<file path="config.mk">
export PLATFORM = sky130hd
export DESIGN_NAME = drive_output_conditioner
export DESIGN_NICKNAME = d
export VERILOG_FILES = /design/src/drive_output_pkg.sv /design/src/drive_output_conditioner.sv
export SDC_FILE = /design/constraint.sdc
export NUM_CORES = 2
export LEC_CHECK = 0
export BUFFER_PORTS_ARGS = -buffer_cell sky130_fd_sc_hd__buf_2
export CORE_MARGIN = 5
export CORE_UTILIZATION = 64
export CTS_CLUSTER_SIZE = 8
export DETAILED_ROUTE_END_ITERATION = 12
export PLACE_DENSITY = 0.82
export SYNTH_ARGS = -nofsm -noshare
export SYNTH_HDL_FRONTEND = slang
export SYNTH_SLANG_ARGS = --single-unit
</file>
<file path="constraint.sdc">
create_clock -name core_clk -period 27.1 [get_ports core_clk]
set_clock_uncertainty 0.15 [all_clocks]
set_input_delay 6.775 -clock core_clk [delete_from_list [all_inputs] [get_ports core_clk]]
set_output_delay 6.775 -clock core_clk [all_outputs]
set_load 0.02 [all_outputs]
</file>
<file path="src/drive_output_pkg.sv">
// Operation
// - on-delay counted in 1 ms steps
// - on-delay 0 to 60000 ms, reset 0
// - hold state for holding time on fall
// - holding time 0 to 9999 ms, reset 0
// - pump/contactor/fault sources force zero delays
// - polarity positive drives 1, negative 0
// - line contactor forces positive polarity
// - digital outputs only with extended module
// - relays 1-3 always, 4-6 with module
// - relays share the same four settings
// - digital outputs share relay source list
// - source defaults unassigned, warning groups 1-5
// - loop loss warning per analog input
// - terminal control event, local/remote only
// - parameter set 1-3 active events
// - config zero, bus, external, torque events
// - current and frequency-2 threshold events
// - virtual input source read-only, four values
package drive_output_pkg;

  localparam int CLK_HZ        = 25000000;
  localparam int TICK_MS       = 1;
  localparam int TICK_CYCLES   = CLK_HZ / 1000 * TICK_MS;
  localparam int NUM_OUT       = 8;
  localparam int NUM_SRC       = 64;
  localparam int SRC_W         = 6;
  localparam int DLY_W         = 16;
  localparam logic [15:0] ON_DELAY_MAX  = 16'hEA60;
  localparam logic [15:0] HOLD_MAX      = 16'h270F;
  localparam logic [15:0] DELAY_RESET   = 16'h0000;

  // source codes
  localparam logic [5:0] SRC_NONE      = 6'h00;
  localparam logic [5:0] SRC_WARN_GRP1 = 6'h01;
  localparam logic [5:0] SRC_LOOP_LOSS1 = 6'h06;
  localparam logic [5:0] SRC_TORQUE    = 6'h0B;
  localparam logic [5:0] SRC_TERMINAL  = 6'h0C;
  localparam logic [5:0] SRC_PSET1     = 6'h0D;
  localparam logic [5:0] SRC_CFG0      = 6'h10;
  localparam logic [5:0] SRC_CUR_HI    = 6'h11;
  localparam logic [5:0] SRC_CUR_LO    = 6'h12;
  localparam logic [5:0] SRC_BUS       = 6'h13;
  localparam logic [5:0] SRC_EXT_ERR   = 6'h14;
  localparam logic [5:0] SRC_F2_HI     = 6'h15;
  localparam logic [5:0] SRC_F2_LO     = 6'h16;
  localparam logic [5:0] SRC_FAULT     = 6'h17;
  localparam logic [5:0] SRC_LINE_CT   = 6'h18;
  localparam logic [5:0] SRC_PRIMING   = 6'h19;
  localparam logic [5:0] SRC_JOCKEY    = 6'h1A;
  localparam logic [5:0] SRC_PUMP1     = 6'h1B;
  localparam logic [5:0] SRC_PUMP6     = 6'h20;

  // register map: per output a block of four words
  localparam int ADDR_W        = 8;
  localparam logic [7:0] OFS_SOURCE    = 8'h00;
  localparam logic [7:0] OFS_ON_DELAY  = 8'h04;
  localparam logic [7:0] OFS_POLARITY  = 8'h08;
  localparam logic [7:0] OFS_HOLD      = 8'h0C;
  localparam logic [7:0] OFS_STATUS    = 8'h80;
  localparam logic [7:0] OFS_VIRT_SRC  = 8'h84;
  localparam int BLK_SHIFT     = 4;

  localparam logic [1:0] VIRT_NONE     = 2'h0;
  localparam logic [1:0] VIRT_PID      = 2'h1;
  localparam logic [1:0] VIRT_INST     = 2'h2;
  localparam logic [1:0] VIRT_PUMP     = 2'h3;

  typedef enum logic [1:0] {IDLE, ON_WAIT, HOLD_WAIT} chan_state_t;

endpackage : drive_output_pkg

</file>
<file path="src/drive_output_conditioner.sv">
// Design decisions made here: the address map and the Avalon-MM interface to the registers.
`timescale 1ns/1ps
module drive_output_conditioner
  import drive_output_pkg::*;
#(
  parameter int TICK_LEN = TICK_CYCLES
)(
  input  wire logic                core_clk,
  input  wire logic                rst,
  input  wire logic [ADDR_W-1:0]   address,
  input  wire logic                read,
  input  wire logic                write,
  input  wire logic [31:0]         writedata,
  output logic [31:0]              readdata,
  output logic                     waitrequest,
  input  wire logic [NUM_SRC-1:0]  eventFlags,
  input  wire logic                localRemoteInUse,
  input  wire logic                extIoPresent,
  input  wire logic                relayModPresent,
  input  wire logic [1:0]          virtualInputSource,
  output logic [NUM_OUT-1:0]       outputs
);

  // ==========================================
  // state
  typedef struct packed {
    logic [NUM_OUT-1:0][SRC_W-1:0] src;
    logic [NUM_OUT-1:0][DLY_W-1:0] onDly;
    logic [NUM_OUT-1:0][DLY_W-1:0] holdDly;
    logic [NUM_OUT-1:0]            negPol;
    logic [NUM_OUT-1:0][DLY_W-1:0] cnt;
    logic [NUM_OUT-1:0][1:0]       st;
    logic [NUM_OUT-1:0]            evState;
    logic [NUM_OUT-1:0]            outs;
    logic [31:0]                   tick;
    logic                          msPulse;
    logic [NUM_SRC-1:0]            evMeta;
    logic [NUM_SRC-1:0]            evSync;
    logic [4:0]                    modMeta;
    logic [4:0]                    modSync;
    logic [31:0]                   rdata;
    logic                          ack;
  } state_t;

  state_t state_r;
  state_t state_nxt;

  // ==========================================
  // helpers
  function automatic logic forcedZero(input logic [SRC_W-1:0] s);
    forcedZero = (s == SRC_FAULT) || (s == SRC_LINE_CT) || (s == SRC_PRIMING) ||
                 (s == SRC_JOCKEY) || ((s >= SRC_PUMP1) && (s <= SRC_PUMP6));
  endfunction : forcedZero

  function automatic logic present(input int i, input logic ext, input logic rly);
    if (i < 2)
      present = ext;
    else if (i < 5)
      present = 1'b1;
    else
      present = rly;
  endfunction : present

  logic [NUM_OUT-1:0] evNow;
  logic [NUM_OUT-1:0] chanOn;

  // ==========================================
  // per-output event select; one list for relays and digital outputs
  genvar g;
  generate
    for (g = 0; g < NUM_OUT; g++)
    begin : g_sel
      // source 0 is unassigned and never true; terminal control needs local/remote
      assign evNow[g] = (state_r.src[g] == SRC_NONE) ? 1'b0 :
                        (state_r.src[g] == SRC_TERMINAL) ?
                          (state_r.evSync[SRC_TERMINAL] & state_r.modSync[2]) :
                        state_r.evSync[state_r.src[g]];
      assign chanOn[g] = present(g, state_r.modSync[0], state_r.modSync[1]);
    end
  endgenerate

  // ==========================================
  // next state
  always_comb
  begin
    logic [ADDR_W-1:0]  idx;
    logic [BLK_SHIFT-1:0] ofs;
    logic               hit;
    logic               cyc;
    logic [DLY_W-1:0]   onLim;
    logic [DLY_W-1:0]   holdLim;
    logic               outLvl;
    idx = '0;
    ofs = '0;
    hit = 1'b0;
    cyc = 1'b0;
    onLim = '0;
    holdLim = '0;
    outLvl = 1'b0;
    state_nxt = state_r;

    state_nxt.evMeta = eventFlags;
    state_nxt.evSync = state_r.evMeta;
    state_nxt.modMeta = {2'b00, localRemoteInUse, relayModPresent, extIoPresent};
    state_nxt.modSync = state_r.modMeta;

    // millisecond timebase
    state_nxt.msPulse = 1'b0;
    if (state_r.tick >= 32'(TICK_LEN - 1))
    begin
      state_nxt.tick = '0;
      state_nxt.msPulse = 1'b1;
    end
    else
      state_nxt.tick = state_r.tick + 32'h1;

    // bus: one wait cycle, answer on second
    cyc = (read | write) & ~state_r.ack;
    state_nxt.ack = cyc;
    idx = ADDR_W'(address >> BLK_SHIFT);
    ofs = address[BLK_SHIFT-1:0];
    if (cyc && read)
    begin
      state_nxt.rdata = '0;
      if (address == OFS_STATUS)
        state_nxt.rdata = 32'(state_r.outs);
      else if (address == OFS_VIRT_SRC)
        state_nxt.rdata = 32'(state_r.modSync[4:3]);
      else if (idx < ADDR_W'(NUM_OUT) && chanOn[idx[2:0]])
      begin
        case (ofs)
          OFS_SOURCE[3:0]:   state_nxt.rdata = 32'(state_r.src[idx[2:0]]);
          OFS_ON_DELAY[3:0]: state_nxt.rdata = 32'(state_r.onDly[idx[2:0]]);
          OFS_POLARITY[3:0]: state_nxt.rdata = 32'(state_r.negPol[idx[2:0]]);
          OFS_HOLD[3:0]:     state_nxt.rdata = 32'(state_r.holdDly[idx[2:0]]);
          default:           state_nxt.rdata = '0;
        endcase
      end
    end
    state_nxt.modMeta[4:3] = virtualInputSource;
    hit = cyc && write && (idx < ADDR_W'(NUM_OUT)) && chanOn[idx[2:0]];
    if (hit)
    begin
      case (ofs)
        OFS_SOURCE[3:0]:
          state_nxt.src[idx[2:0]] = writedata[SRC_W-1:0];
        OFS_ON_DELAY[3:0]:
          if (writedata[DLY_W-1:0] <= ON_DELAY_MAX &&
              writedata[31:DLY_W] == '0)
            state_nxt.onDly[idx[2:0]] = writedata[DLY_W-1:0];
        OFS_POLARITY[3:0]:
          state_nxt.negPol[idx[2:0]] = writedata[0];
        OFS_HOLD[3:0]:
          if (writedata[DLY_W-1:0] <= HOLD_MAX &&
              writedata[31:DLY_W] == '0)
            state_nxt.holdDly[idx[2:0]] = writedata[DLY_W-1:0];
        default:
          state_nxt.src = state_r.src;
      endcase
    end

    // per-channel conditioning, identical for relays and digital outputs
    for (int i = 0; i < NUM_OUT; i++)
    begin
      if (forcedZero(state_nxt.src[i]))
      begin
        state_nxt.onDly[i] = DELAY_RESET;
        state_nxt.holdDly[i] = DELAY_RESET;
      end
      if (state_nxt.src[i] == SRC_LINE_CT)
        state_nxt.negPol[i] = 1'b0;
      onLim = state_r.onDly[i];
      holdLim = state_r.holdDly[i];
      case (chan_state_t'(state_r.st[i]))
        IDLE:
        begin
          state_nxt.cnt[i] = '0;
          if (evNow[i] && !state_r.evState[i])
          begin
            if (onLim == '0)
              state_nxt.evState[i] = 1'b1;
            else
              state_nxt.st[i] = ON_WAIT;
          end
          else if (!evNow[i] && state_r.evState[i])
          begin
            if (holdLim == '0)
              state_nxt.evState[i] = 1'b0;
            else
              state_nxt.st[i] = HOLD_WAIT;
          end
        end
        ON_WAIT:
          if (!evNow[i])
            state_nxt.st[i] = IDLE;
          else if (state_r.msPulse)
          begin
            if (state_r.cnt[i] + 16'h1 >= onLim)
            begin
              state_nxt.evState[i] = 1'b1;
              state_nxt.st[i] = IDLE;
            end
            else
              state_nxt.cnt[i] = state_r.cnt[i] + 16'h1;
          end
        HOLD_WAIT:
          if (evNow[i])
            state_nxt.st[i] = IDLE;
          else if (state_r.msPulse)
          begin
            if (state_r.cnt[i] + 16'h1 >= holdLim)
            begin
              state_nxt.evState[i] = 1'b0;
              state_nxt.st[i] = IDLE;
            end
            else
              state_nxt.cnt[i] = state_r.cnt[i] + 16'h1;
          end
        default:
          state_nxt.st[i] = IDLE;
      endcase
      // absent outputs stay de-energised
      outLvl = state_r.evState[i] ^ state_r.negPol[i];
      state_nxt.outs[i] = chanOn[i] & outLvl;
    end
  end

  // ==========================================
  // registers
  always_ff @(posedge core_clk or posedge rst)
  begin
    if (rst)
      state_r <= '0;
    else
      state_r <= state_nxt;
  end

  assign readdata    = state_r.rdata;
  assign waitrequest = ~state_r.ack;  // high while idle: no request sees an early answer
  assign outputs     = state_r.outs;

  // ==========================================
  // checks
  property p_zero_dly;
    @(posedge core_clk) disable iff (rst)
      forcedZero(state_r.src[3]) |-> (state_r.onDly[3] == '0 && state_r.holdDly[3] == '0);
  endproperty
  a_zero_dly: assert property (p_zero_dly) else $error("forced delay not zero");

  property p_contactor_pol;
    @(posedge core_clk) disable iff (rst)
      (state_r.src[3] == SRC_LINE_CT) |-> !state_r.negPol[3];
  endproperty
  a_contactor_pol: assert property (p_contactor_pol) else $error("contactor not positive");

  property p_on_limit;
    @(posedge core_clk) disable iff (rst)
      state_r.onDly[2] <= ON_DELAY_MAX && state_r.holdDly[2] <= HOLD_MAX;
  endproperty
  a_on_limit: assert property (p_on_limit) else $error("delay out of range");

  property p_polarity;
    @(posedge core_clk) disable iff (rst)
      chanOn[2] |=> outputs[2] == ($past(state_r.evState[2]) ^ $past(state_r.negPol[2]));
  endproperty
  a_polarity: assert property (p_polarity) else $error("polarity wrong");

  property p_absent;
    @(posedge core_clk) disable iff (rst)
      !state_r.modSync[0] |=> !outputs[0];
  endproperty
  a_absent: assert property (p_absent) else $error("absent output driven");

  property p_cancel;
    @(posedge core_clk) disable iff (rst)
      (state_r.st[2] == 2'(ON_WAIT) && !evNow[2]) |=> state_r.st[2] == 2'(IDLE) && !state_r.evState[2];
  endproperty
  a_cancel: assert property (p_cancel) else $error("pending change not cancelled");

  property p_unassigned;
    @(posedge core_clk) disable iff (rst)
      (state_r.src[3] == SRC_NONE) |-> !evNow[3];
  endproperty
  a_unassigned: assert property (p_unassigned) else $error("unassigned event true");

  property p_hold;
    @(posedge core_clk) disable iff (rst)
      (state_r.st[2] == 2'(HOLD_WAIT) && !evNow[2]) |=> state_r.evState[2] || $past(state_r.msPulse);
  endproperty
  a_hold: assert property (p_hold) else $error("hold released early");

  property p_on_wait;
    @(posedge core_clk) disable iff (rst)
      (state_r.st[2] == 2'(ON_WAIT) && evNow[2] && !state_r.msPulse)
      |=> !state_r.evState[2];
  endproperty
  a_on_wait: assert property (p_on_wait) else $error("output changed before delay");

  property p_on_zero;
    @(posedge core_clk) disable iff (rst)
      (state_r.st[0] == 2'(IDLE) && evNow[0] && !state_r.evState[0] && state_r.onDly[0] == '0)
      |=> state_r.evState[0];
  endproperty
  a_on_zero: assert property (p_on_zero) else $error("zero on-delay not immediate");

  property p_hold_zero;
    @(posedge core_clk) disable iff (rst)
      (state_r.st[0] == 2'(IDLE) && !evNow[0] && state_r.evState[0] && state_r.holdDly[0] == '0)
      |=> !state_r.evState[0];
  endproperty
  a_hold_zero: assert property (p_hold_zero) else $error("zero hold not immediate");

  property p_hold_cancel;
    @(posedge core_clk) disable iff (rst)
      (state_r.st[2] == 2'(HOLD_WAIT) && evNow[2])
      |=> state_r.st[2] == 2'(IDLE) && state_r.evState[2];
  endproperty
  a_hold_cancel: assert property (p_hold_cancel) else $error("hold not cancelled");

  property p_dout_absent;
    @(posedge core_clk) disable iff (rst)
      !state_r.modSync[0]
      |=> !outputs[1];
  endproperty
  a_dout_absent: assert property (p_dout_absent) else $error("absent output driven");

  property p_relay_absent;
    @(posedge core_clk) disable iff (rst)
      !state_r.modSync[1]
      |=> !outputs[7];
  endproperty
  a_relay_absent: assert property (p_relay_absent) else $error("absent relay driven");

  property p_terminal;
    @(posedge core_clk) disable iff (rst)
      (state_r.src[6] == SRC_TERMINAL && !state_r.modSync[2])
      |-> !evNow[6];
  endproperty
  a_terminal: assert property (p_terminal) else $error("terminal event without local");

  property p_virt_read;
    @(posedge core_clk) disable iff (rst)
      (read && !state_r.ack && address == OFS_VIRT_SRC)
      |=> readdata == 32'($past(state_r.modSync[4:3]));
  endproperty
  a_virt_read: assert property (p_virt_read) else $error("virtual source read wrong");

  property p_range_five;
    @(posedge core_clk) disable iff (rst)
      state_r.onDly[5] <= ON_DELAY_MAX
      && state_r.holdDly[5] <= HOLD_MAX;
  endproperty
  a_range_five: assert property (p_range_five) else $error("relay delay out of range");

  property p_neg_pol;
    @(posedge core_clk) disable iff (rst)
      (chanOn[5] && state_r.negPol[5] && state_r.evState[5])
      |=> !outputs[5];
  endproperty
  a_neg_pol: assert property (p_neg_pol) else $error("negative polarity wrong");

  property p_refuse_on;
    @(posedge core_clk) disable iff (rst)
      (write && !state_r.ack && address[BLK_SHIFT-1:0] == OFS_ON_DELAY[BLK_SHIFT-1:0] &&
       writedata > 32'(ON_DELAY_MAX)) |=> state_r.onDly == $past(state_r.onDly);
  endproperty
  a_refuse_on: assert property (p_refuse_on) else $error("on-delay overrange taken");

  property p_refuse_hold;
    @(posedge core_clk) disable iff (rst)
      (write && !state_r.ack && address[BLK_SHIFT-1:0] == OFS_HOLD[BLK_SHIFT-1:0] &&
       writedata > 32'(HOLD_MAX)) |=> state_r.holdDly == $past(state_r.holdDly);
  endproperty
  a_refuse_hold: assert property (p_refuse_hold) else $error("hold overrange taken");

endmodule : drive_output_conditioner

</file>
==> results.json <==
{
  "outcome": "finished clean",
  "avgSynthCellArea_um2": 9.51,
  "gp_congestion": 1.04,
  "reg2reg_slack_ps": 21650,
  "drive_gt1_share_pct": 11.1,
  "routed_wirelength_um": 142000,
  "via_per_inst": 6.95,
  "antenna_found_initial": 17,
  "postCtsResizedCells": 0,
  "r2r-start": "state_r[665]",
  "n_fill_cell": 5002,
  "required_ps": 27410,
  "nets": 4957,
  "slowest_delay_ps": 1060,
  "ant_nets": 0,
  "clk_latency_ps": 690,
  "crit_path_top_delay_cell": "a41o_1",
  "synthArstFlopShare_pct": 100,
  "critPathCaptureType": "register",
  "cts_buffers": 92,
  "ys_seq_area_share_pct": 38.3,
  "grt_max_degree": 127,
  "synthTopCellsByCount": "dfrtp_1 (660), nand2_1 (491), inv_1 (409), nand3_1 (347), a21oi_1 (335)",
  "initial_core_util_pct": 64.3,
  "vdd.ir_drop.worst_v": 0.0000652,
  "drv_cap": 0,
  "syn_to_final_growth_pct": 7.93,
  "yosysWarnings": 0,
  "core_area_um2": 67000,
  "clkSlewWorstSetupHoldPaths_ps": 50,
  "worstPathCellList": "buf_4 -> inv_1 -> o2111ai_1 -> nor2_1 -> nand2_1 -> mux2i_1 -> inv_1 -> nor3_1 -> a41o_1 -> a21oi_1",
  "arrival_ps": 11150,
  "clock_sinks": 660,
  "ys_ff_latch": 660,
  "grt_overflow_total": 0,
  "place_area_um2": 44000,
  "hold_path.class": "register to register",
  "min_path_cells": 0,
  "die_x_um": 270,
  "pwr_density_cell_nw_per_um2": 61.1,
  "vias": 37700,
  "timing.rr.end": "state_r[218]",
  "clockBufferDepth": 3,
  "grt_pass1_wl_um": 217000,
  "netlist_instances": 4534,
  "slew_violations": 0,
  "post_cts_buffers": 0,
  "yosys-top-cells-area": "dfrtp_1 (38%), ha_1 (8.8%), mux4_2 (7.4%), mux2i_1 (5.9%), nand2_1 (4.3%)",
  "crit_type": "primary input to register",
  "cts-root-buf": "clkbuf_16",
  "wire_per_inst_um": 26.1,
  "ctsHtreeMaxLevel": 3,
  "io_pins": 154,
  "grt_pass1_vias": 36800,
  "finalSetupTns_ps": 0,
  "hold_buffers": 0,
  "worst-r2r-cell-count": 13,
  "cp_common_cell": "inv_1",
  "max_freq_mhz": 92.3,
  "yosys.area.top_type": "dfrtp_1",
  "holdPathEnd": "state_r[86]",
  "cts_tree": "done",
  "synth_top_area_share_pct": 38.3,
  "ys.flop_type": "dfrtp_1",
  "netlist_area_um2": 43100,
  "cp_max_fo": 57,
  "worst_pin_slew_ps": 1410,
  "stdcell_area_um2": 46500,
  "io_buffer_count": 137,
  "dieArea_um2": 72600,
  "drt_pass1_iterations": 9,
  "period_needed_ps": 10840,
  "initialDrtViolationCount": 5577,
  "setup_viol": 0,
  "hp-start": "state_nxt[86]",
  "grtUsageTotal_pct": 38.1,
  "p_leak_nw": 21.2,
  "synth-edff-count": 0,
  "hold_violations": 0,
  "relSlewSlack_pct": 4.72,
  "start_kind": "primary input",
  "fp-row-count": 95,
  "die_height_um": 270,
  "grt_setup_unrepaired": "false",
  "period_share_pct": 40.0,
  "synth_cell_type_count": 87,
  "dpl.hpwl_um": 98900,
  "synth.most_common_cell": "dfrtp_1",
  "remaining_drc_errors": 0
}
## sequential cells by signal (all words and copies together) (netlist names)
name / flops
state_r: 565
state_nxt: 69
readdata: 16
outputs: 8
chanOn: 2
## through the flow
stage | util, % | cells | setup WS, ps | hold WS (ps) | power, W
final | 69.4 | 5428 | 16260 | 183 | 0.00284
after global routing | 69.4 | 5422 | 16160 | 192 | 0.00296
after CTS | 69.4 | 5421 | 16540 | 182 | 0.00283
after detailed placement | 65.6 | 5319 | 15890 | 185 | 0.00179
after global placement | 65.6 | 5319 | 15960 | 183 | 0.00177
after floorplan | - | 4566 | 1680 | 181 | 0.00161
## power by group
group,leakage (nW),internal [W],switching [W]
registers,8.77,0.00104,0.0000825
clock network,1.22,0.000606,0.000441
logic,11.3,0.000271,0.000404
## cells by family (layout without fill, tap and decap cells)
group / after synthesis / count (layout) / share of synthesized area (%)
buf+inv: 719 / 701 / 6.90
compound gates: 887 / 887 / 13.3
xor+xnor: 125 / 125 / 2.54
flops: 660 / 660 / 38.3
fa+ha+maj: 304 / 304 / 8.83
simple gates: 1411 / 1411 / 15.8
other cells: 1 / 40 / 0.00870
mux: 427 / 427 / 14.3
## layout make-up
class / count / area, µm² / area share [%]
tap: 873 / 1090 / 2.35
timing repair buffer: 189 / 1080 / 2.32
inverter: 410 / 1550 / 3.32
antenna: 7 / 17.5 / 0.0377
sequential: 660 / 16500 / 35.5
clock inverter: 7 / 186 / 0.401
multi-input combinational: 3187 / 23800 / 51.1
clock buffer: 95 / 2320 / 4.99
## worst max-delay path, delay by kind of cell
family	cells	cell delay (ps)
muxes	1	350
buffers and inverters	3	1080
and+or+nand+nor	3	970
AOI/OAI and AO/OA	3	1910
## worst max-delay path by stage
stage                     from      endpoint  slack, ps  cells after the start
floorplan                  rst     chanOn[0]       1680                      1
detailed placement  address[6]  state_r[496]      15890                     10
global placement    address[6]  state_r[498]      15960                     10
CTS                 address[6]  state_r[400]      16540                     10
global route        address[6]  state_r[400]      16160                     10
finish              address[6]  state_r[400]      16260                     10
## per-layer routing
metal / global-route usage [%] / part of all wire (%) / vias up
met1: 48.4 / 35 / 18100
met3: 13.3 / 14 / 820
met4: 24.8 / 8.8 / 12
met2: 55.6 / 42 / 2679
met5: 0 / 0.068 / -
li1: - / - / 16200
## cell usage in the layout, fill, tap and decap left out, drive strengths merged, types with 30 or more instances in the layout
cell type    n
dfrtp      660
nand4       64
clkbuf      95
nor2       164
o211ai      30
conb        33
ha         304
nor3        61
o21ai      159
nor4        78
nand3      347
mux2i      252
xor2        41
a21oi      335
nand2b      51
mux4       148
nor2b       35
nand2      491
xnor2       84
inv        411
a21o        85
buf        189
a22oi       32
Note: power is estimated with default switching activity, not from simulation.
